==> src/ssbr_pkg.sv <==
// Constants, field layouts and carrier types for the scan line, deep
// standby and brightness command registers.
// Assumes a 125 MHz core clock and 16-bit command register addresses.
package ssbr_pkg;

    // Command register addresses
    localparam logic [15:0] ADDR_LINE_HIGH = 16'h4500;
    localparam logic [15:0] ADDR_LINE_LOW = 16'h4501;
    localparam logic [15:0] ADDR_STBY_ENTRY = 16'h4F00;
    localparam logic [15:0] ADDR_BRIGHT_WR_LO = 16'h5100;
    localparam logic [15:0] ADDR_BRIGHT_WR_HI = 16'h5101;
    localparam logic [15:0] ADDR_BRIGHT_RD_LO = 16'h5200;
    localparam logic [15:0] ADDR_BRIGHT_RD_HI = 16'h5201;

    // Field positions and reset values
    localparam int STBY_FLAG_BIT = 0;
    localparam logic [7:0] BYTE_RESET = 8'h00;
    localparam logic [11:0] LINE_RESET = 12'h000;

    // Brightness resolution select codes
    localparam logic [1:0] RES_8BIT = 2'h0;
    localparam logic [1:0] RES_10BIT = 2'h1;
    localparam logic [1:0] RES_12BIT = 2'h2;

    // Default frame shape in lines (plain defaults)
    localparam int DEF_SYNC_LINES = 2;
    localparam int DEF_BACK_LINES = 8;
    localparam int DEF_ACTIVE_LINES = 2560;
    localparam int DEF_FRONT_LINES = 16;

    // Deep standby exit: reset pin low for longer than this
    localparam int CLK_MHZ = 125;
    localparam int STBY_EXIT_MS = 3;
    localparam int STBY_EXIT_CYCLES = STBY_EXIT_MS * CLK_MHZ * 1000;
    localparam int EXIT_CNT_W = 20;

    // One command transfer from the host interface
    typedef struct packed {
        logic wr;           // Write strobe
        logic rd;           // Read strobe
        logic [15:0] addr;  // Register address
        logic [7:0] wdata;  // Write parameter byte
    } ssbr_cmd_t;

    // Power state of the block, one-hot
    typedef enum logic [1:0] {
        ST_ACTIVE = 2'b01,
        ST_DEEP_STBY = 2'b10
    } ssbr_state_t;

endpackage

==> src/ssbr_regs.sv <==
// Scan line counter, deep standby control and brightness registers.
// Assumes all inputs are synchronous to CLK; LINE_TICK pulses once per
// display line from the timing generator.
module ssbr_regs #(
    parameter int SYNC_LINES = ssbr_pkg::DEF_SYNC_LINES,
    parameter int BACK_LINES = ssbr_pkg::DEF_BACK_LINES,
    parameter int ACTIVE_LINES = ssbr_pkg::DEF_ACTIVE_LINES,
    parameter int FRONT_LINES = ssbr_pkg::DEF_FRONT_LINES,
    parameter int EXIT_CYCLES = ssbr_pkg::STBY_EXIT_CYCLES
) (
    input wire logic CLK,
    input wire logic RST,
    input wire logic CE,
    input wire ssbr_pkg::ssbr_cmd_t CMD,
    input wire logic PARTIAL_MODE,
    input wire logic SW_RESET,
    input wire logic HARDWARE_RESET_N,
    input wire logic LINE_TICK,
    input wire logic [1:0] BRIGHT_RES,
    output logic [7:0] RD_DATA,
    output logic RD_VALID,
    output logic CMD_REJECT,
    output logic [11:0] CURRENT_LINE_COUNT,
    output logic DEEP_STANDBY_FLAG,
    output logic [15:0] BRIGHTNESS_VALUE,
    output logic [11:0] BRIGHT_LEVEL
);

    // Frame length in lines; must fit the 12-bit counter
    localparam int TOTAL_LINES =
        SYNC_LINES + BACK_LINES + ACTIVE_LINES + FRONT_LINES;
    localparam logic [11:0] LAST_LINE = 12'(TOTAL_LINES - 1);
    localparam logic [ssbr_pkg::EXIT_CNT_W-1:0] EXIT_MAX =
        EXIT_CYCLES[ssbr_pkg::EXIT_CNT_W-1:0];

    // Effective brightness level for the selected resolution
    function automatic logic [11:0] ssbr_level(
        input logic [7:0] first_b,
        input logic [7:0] second_b,
        input logic [1:0] res
    );
        logic [11:0] lvl;
        lvl = {4'h0, first_b};
        if (res == ssbr_pkg::RES_10BIT)
        begin
            lvl = {2'h0, first_b[1:0], second_b};
        end
        else if (res == ssbr_pkg::RES_12BIT)
        begin
            lvl = {first_b[3:0], second_b};
        end
        return lvl;
    endfunction

    ssbr_pkg::ssbr_state_t state_q; // Power state
    logic [11:0] line_q;            // Current line in frame
    logic [7:0] bright_lo_q;        // First brightness byte
    logic [7:0] bright_hi_q;        // Second brightness byte
    logic [ssbr_pkg::EXIT_CNT_W-1:0] low_cnt_q; // Reset pin low time
    logic [7:0] rd_data_q;          // Read answer byte
    logic rd_valid_q;               // Read answer strobe
    logic reject_q;                 // Refused command strobe
    logic [11:0] level_q;           // Registered effective level
    logic pin_low;                  // Hardware reset pin asserted
    logic cmd_any;                  // A command is offered
    logic cmd_ok;                   // Command may be taken now
    logic wr_ok;                    // Accepted write
    logic rd_ok;                    // Accepted read
    logic addr_wr_map;              // Address is a writable register
    logic addr_rd_map;              // Address is a readable register
    logic stby_exit;                // Long reset pulse completed
    logic stby_enter;               // Standby entry command accepted

    assign pin_low = !HARDWARE_RESET_N;
    assign cmd_any = CMD.wr || CMD.rd;

    // Commands are refused in partial mode, in deep standby and while
    // the reset pin is held low; the host sees a reject strobe
    assign cmd_ok = !PARTIAL_MODE && !pin_low &&
        (state_q == ssbr_pkg::ST_ACTIVE);
    assign addr_wr_map = (CMD.addr == ssbr_pkg::ADDR_STBY_ENTRY) ||
        (CMD.addr == ssbr_pkg::ADDR_BRIGHT_WR_LO) ||
        (CMD.addr == ssbr_pkg::ADDR_BRIGHT_WR_HI);
    assign addr_rd_map = (CMD.addr == ssbr_pkg::ADDR_LINE_HIGH) ||
        (CMD.addr == ssbr_pkg::ADDR_LINE_LOW) ||
        (CMD.addr == ssbr_pkg::ADDR_BRIGHT_RD_LO) ||
        (CMD.addr == ssbr_pkg::ADDR_BRIGHT_RD_HI);
    // A write wins over a simultaneous read strobe
    assign wr_ok = CMD.wr && cmd_ok && addr_wr_map;
    assign rd_ok = CMD.rd && !CMD.wr && cmd_ok && addr_rd_map;
    assign stby_enter = wr_ok &&
        (CMD.addr == ssbr_pkg::ADDR_STBY_ENTRY) &&
        CMD.wdata[ssbr_pkg::STBY_FLAG_BIT];
    // Exit needs the pin low one cycle beyond the full count
    assign stby_exit = pin_low && (low_cnt_q == EXIT_MAX);

    // Reset pin low-time counter; saturates so long pulses are safe
    always_ff @(posedge CLK or posedge RST)
    begin
        if (RST)
        begin
            low_cnt_q <= '0;
        end
        else if (CE)
        begin
            if (!pin_low)
            begin
                low_cnt_q <= '0; // Pulse ended, start over
            end
            else if (low_cnt_q != EXIT_MAX)
            begin
                low_cnt_q <= low_cnt_q + 1'b1;
            end
        end
    end

    // Power state machine
    always_ff @(posedge CLK or posedge RST)
    begin
        if (RST)
        begin
            state_q <= ssbr_pkg::ST_ACTIVE;
        end
        else if (CE)
        begin
            unique case (state_q)
                ssbr_pkg::ST_ACTIVE:
                begin
                    if (stby_enter && !SW_RESET)
                    begin
                        state_q <= ssbr_pkg::ST_DEEP_STBY;
                    end
                end
                ssbr_pkg::ST_DEEP_STBY:
                begin
                    // Short reset pulses keep the part asleep
                    if (stby_exit || SW_RESET)
                    begin
                        state_q <= ssbr_pkg::ST_ACTIVE;
                    end
                end
                default:
                begin
                    state_q <= ssbr_pkg::ST_ACTIVE; // Illegal code recovery
                end
            endcase
        end
    end

    // Scan line counter; runs in sleep too, value then not meaningful
    always_ff @(posedge CLK or posedge RST)
    begin
        if (RST)
        begin
            line_q <= ssbr_pkg::LINE_RESET;
        end
        else if (CE)
        begin
            if (SW_RESET || pin_low)
            begin
                line_q <= ssbr_pkg::LINE_RESET; // Restart at sync line
            end
            else if (LINE_TICK)
            begin
                if (line_q == LAST_LINE)
                begin
                    line_q <= ssbr_pkg::LINE_RESET;
                end
                else
                begin
                    line_q <= line_q + 1'b1;
                end
            end
        end
    end

    // Brightness bytes; any reset source clears them
    always_ff @(posedge CLK or posedge RST)
    begin
        if (RST)
        begin
            bright_lo_q <= ssbr_pkg::BYTE_RESET;
            bright_hi_q <= ssbr_pkg::BYTE_RESET;
        end
        else if (CE)
        begin
            if (SW_RESET || pin_low)
            begin
                bright_lo_q <= ssbr_pkg::BYTE_RESET;
                bright_hi_q <= ssbr_pkg::BYTE_RESET;
            end
            else if (wr_ok && (CMD.addr == ssbr_pkg::ADDR_BRIGHT_WR_LO))
            begin
                bright_lo_q <= CMD.wdata;
            end
            else if (wr_ok && (CMD.addr == ssbr_pkg::ADDR_BRIGHT_WR_HI))
            begin
                bright_hi_q <= CMD.wdata;
            end
        end
    end

    // Read answer path, one cycle after the command is taken
    always_ff @(posedge CLK or posedge RST)
    begin
        if (RST)
        begin
            rd_data_q <= ssbr_pkg::BYTE_RESET;
            rd_valid_q <= 1'b0;
            reject_q <= 1'b0;
        end
        else if (CE)
        begin
            rd_valid_q <= rd_ok;
            reject_q <= cmd_any && !(wr_ok || rd_ok);
            if (rd_ok)
            begin
                unique case (CMD.addr)
                    ssbr_pkg::ADDR_LINE_HIGH:
                        rd_data_q <= {4'h0, line_q[11:8]};
                    ssbr_pkg::ADDR_LINE_LOW:
                        rd_data_q <= line_q[7:0];
                    ssbr_pkg::ADDR_BRIGHT_RD_LO:
                        rd_data_q <= bright_lo_q;
                    default:
                        rd_data_q <= bright_hi_q;
                endcase
            end
        end
    end

    // Effective level, registered so the panel side sees a clean value
    always_ff @(posedge CLK or posedge RST)
    begin
        if (RST)
        begin
            level_q <= ssbr_pkg::LINE_RESET;
        end
        else if (CE)
        begin
            level_q <= ssbr_level(bright_lo_q, bright_hi_q, BRIGHT_RES);
        end
    end

    assign RD_DATA = rd_data_q;
    assign RD_VALID = rd_valid_q;
    assign CMD_REJECT = reject_q;
    assign CURRENT_LINE_COUNT = line_q;
    assign DEEP_STANDBY_FLAG = (state_q == ssbr_pkg::ST_DEEP_STBY);
    assign BRIGHTNESS_VALUE = {bright_hi_q, bright_lo_q};
    assign BRIGHT_LEVEL = level_q;
endmodule // ssbr_regs

==> config.mk <==
export PLATFORM = sky130hd
export DESIGN_NAME = ssbr_regs
export DESIGN_NICKNAME = d
export VERILOG_FILES = /design/src/ssbr_pkg.sv /design/src/ssbr_regs.sv
export SDC_FILE = /design/constraint.sdc
export NUM_CORES = 1
export LEC_CHECK = 0
export ABC_AREA = 1
export ABC_CLOCK_PERIOD_IN_PS = 2200
export BUFFER_PORTS_ARGS = -buffer_cell sky130_fd_sc_hd__buf_2
export CELL_PAD_IN_SITES_DETAIL_PLACEMENT = 0
export CELL_PAD_IN_SITES_GLOBAL_PLACEMENT = 2
export CORE_UTILIZATION = 28
export DETAILED_ROUTE_END_ITERATION = 6
export GPL_TIMING_DRIVEN = 0
export PLACE_DENSITY = 0.73
export SLEW_MARGIN = 10
export SYNTH_ARGS = -nofsm -noshare
export SYNTH_HDL_FRONTEND = slang
export SYNTH_SLANG_ARGS = --single-unit
==> constraint.sdc <==
create_clock -name CLK -period 2.2 [get_ports CLK]
set_input_delay 0.33 -clock CLK [delete_from_list [all_inputs] [get_ports CLK]]
set_output_delay 0.33 -clock CLK [all_outputs]
set_load 0.005 [all_outputs]
==> summary.txt <==
Status
  • Outcome: finished clean

Floorplan
  • # rows: 45
  • I/O pin cnt: 86
  • Core Box Area: 15200 sq um
  • Initial core utilization: 28.6%
  • Die Ht: 127 um
  • Die W: 127 um
  • Die area: 16000 sq um

Setup path
  • Crit path max fanout: 10
  • Worst Path Required: 2.42 ns
  • Critical path type: reg2reg
  • Delay of the slowest critical-path stage: 0.45 ns
  • Worst Setup End Kind: flop
  • Slowest stage cell, crit path: dfrtp_1
  • Crit-path cells: inv_1 > ha_1 > nand2_1 > nor3_2 > nand3_1 > nor2_1 > nor2_2 > inv_2 > clkbuf_4 > o21ai_0
  • WP data arrival: 2.21 ns
  • Crit start category: flop

Global route
  • Initial antenna violation count: 0
  • Vias in the first global route: 4088
  • GR Util All Layers: 18.2%
  • Largest net degree at the start of global routing: 42
  • First-pass GRT wire length: 22.2 mm
  • Overflow left after global routing: 0

Route
  • Drt pass-1 iters: 4
  • Vias per inst: 4.73
  • Post-route antenna net violation count: 0
  • Top layer in use: met4
  • Wire per inst: 15.2 um
  • Remaining DRCs: 0
  • WL final: 13.7 mm
  • Met1 wire length: 7.19 mm
  • Routed wl met2: 5.66 mm
  • Met3 WL post-DR: 654 um
  • Initial DRC Count: 266
  • Total vias in the final route: 4246

Timing
  • Fmax: 0.502 GHz
  • Setup TNS Final: 0 ns
  • Max Slew Vio Count: 0
  • Final hold violation count: 0
  • Unrepaired setup endpoints after global routing: no
  • Worst Max-Slew Pin Slew: 0.688 ns
  • Tcrit/Tclk final: 90.6%
  • Headroom to the max-slew limit: 54.0%
  • Final setup vio count: 0
  • Clock skew: 0.00853 ns
  • Final hold slack: 0.00336 ns
  • Min Tclk post-route: 1.99 ns

Job
  • Maxcap violations: 0

Placed design
  • Post-DP HPWL: 10.4 mm
  • RePlAce Congestion: 0.834
  • Port bufs: 84
  • DP Area: 5030 sq um
  • Placed Cells: 882

Logic synthesis
  • EDFF count, synth: 0
  • Synth async-reset ratio: 100%
  • Ys flop type: dfrtp_1
  • Yosys reg bits: 72
  • Sequential element share of the synthesized area: 41.5%
  • Avg Inst Size Synth: 7.14 sq um
  • Mapped Cells: 609
  • Synth area leaders: dfrtp_1 41%, nand2_1 15%, nor2_1 6.6%
  • Unique masters post-synth: 35
  • Synth Warn #: 0
  • Post-Syn Area: 4350 sq um
  • Yosys top cell area share: 40.9%
  • Synthesized Nets: 648
  • Synth area leader: dfrtp_1

Clock network
  • CTS tree: built
  • Maximum clock path buffer count: 2
  • # Post-CTS Setup Buffers: 0
  • H-Tree Depth: 3
  • Clock transition at the registers of the reported paths: 0.06 ns
  • Clock root buffer: clkbuf_16
  • Clock sinks: 72
  • Worst-Skew Late Latency: 0.34 ns
  • Number of buffers created by CTS: 9

Cells and area
  • Area Overhead vs Synth: 22.4%
  • Fill count: 1661
  • Reg area: 1800 sq um
  • Design Area, Final: 5320 sq um
  • # diodes: 0
  • Non-filler instance count after layout: 897
  • Final nets: 744
  • Final design utilization: 35.0%
  • Footprint of the multi-input gates: 2230 sq um
  • Layout cell share with drive strength beyond 1: 21.3%

Power
  • Clock share of power: 42.9%
  • Leakage power: 2.54 nW
  • Register share of total power: 43.5%
  • Sw Pwr: 0.966 mW
  • Switching share of total power: 28.3%
  • Worst VDD drop: 351 uV
  • PD cells: 641 nW/um^2
  • P_int: 2.44 mW
  • Logic pwr share: 13.6%

Min path
  • Worst min path class: in2async
[state kept, by name (all words and copies together), names as in the netlist]
name                flops
state_q                 2
bright_lo_q             8
RD_DATA                 8
RD_VALID                1
bright_hi_q             8
low_cnt_q              20
BRIGHT_LEVEL           12
CMD_REJECT              1
CURRENT_LINE_COUNT     12
[critical path, delay by kind of cell, from the launching register on]
family / cells / cell delay, ns
AND/OR/NAND/NOR: 5 / 0.56
adder cells (fa/ha/maj): 1 / 0.16
buffers and inverters: 3 / 0.59
AO/OA/AOI/OAI: 1 / 0.09
flip-flops: 1 / 0.45
[cell type report]
cell class,count,area share (%)
Clock inverter,5,1.10
Buffer,14,1.53
Inverter,65,4.63
Clock buffer,10,4.30
Multi-Input combinational cell,458,41.9
Sequential cell,72,33.9
Timing Repair Buffer,85,8.27
Tap cell,188,4.42
[through the flow]
stage | setup WS (ns) | power, mW
global route | 0.00168 | 3.57
global placement | -1.01 | 1.96
detailed placement | 0.0713 | 1.97
finish | 0.208 | 3.41
CTS | 0.0714 | 3.45
floorplan | 0.0467 | 1.77
[layer usage]
layer	vias to the layer above	track usage [%]
met5	-	0
met4	0	6.80
met3	11	2.74
met2	117	26.7
met1	1958	26.9
li1	2160	-
[cell usage in the layout, fill, tap and decap left out, drive strengths merged, types with 15 or more instances in the layout]
cell    instances
o21ai          64
nand3          53
nor3           15
nor2           86
dfrtp          71
clkbuf         16
nand4          22
buf            93
inv            64
nand2         183
[cell usage after synthesis, types with 5 or more instances]
library cell  instances
nor2_1               77
nand2_2               7
buf_2                 6
dfrtp_1              71
nor3_1               15
o21ai_2              18
clkbuf_1              5
nand2_1             175
xor2_1                8
inv_1                61
o21ai_0              45
nand4_1              22
nor2b_1               7
nor2_2                5
nand3_1              53
[path summary, 6_finish.rpt]
check,from,to,slack [ns],depth (start not counted)
setup / recovery,low_cnt_q[0],low_cnt_q[15],0.21,10
hold / removal,RST,state_q[1],0.003,2
setup reg to reg,low_cnt_q[0],low_cnt_q[15],0.21,10
hold reg to reg,RD_DATA[6],RD_DATA[6],0.48,2
max in group asynchronous,RST,state_q[0],1.58,3
min in group CLK,BRIGHT_RES[1],BRIGHT_LEVEL[11],0.27,3
[repair_timing]
action / CTS / global route
hold buffers: 0 / 0
endpoints found under the setup margin: 0 / 14
gates resized for setup: 0 / 2
[power by group through the flow]
stage / clock network, mW / registers (mW) / logic [mW]
2_1_floorplan: 0 / 1.48 / 0.282
3_3_place_gp: 0 / 1.50 / 0.459
3_5_place_dp: 0 / 1.51 / 0.468
4_1_cts: 1.50 / 1.48 / 0.470
5_1_grt: 1.55 / 1.49 / 0.530
6_report: 1.46 / 1.48 / 0.464
[logic make-up (layout without fill, tap and decap cells)]
group                    Yosys count  count (layout)  synth area share (%)
AO/OA/AOI/OAI                     77              77                  10.9
flip-flops                        72              72                  41.5
buffers and inverters             79             179                  7.42
XOR/XNOR                           9               9                  1.81
AND/OR/NAND/NOR                  368             368                  37.3
adder cells (fa/ha/maj)            4               4                  1.15
No activity file was read; power rests on OpenSTA's default activity.
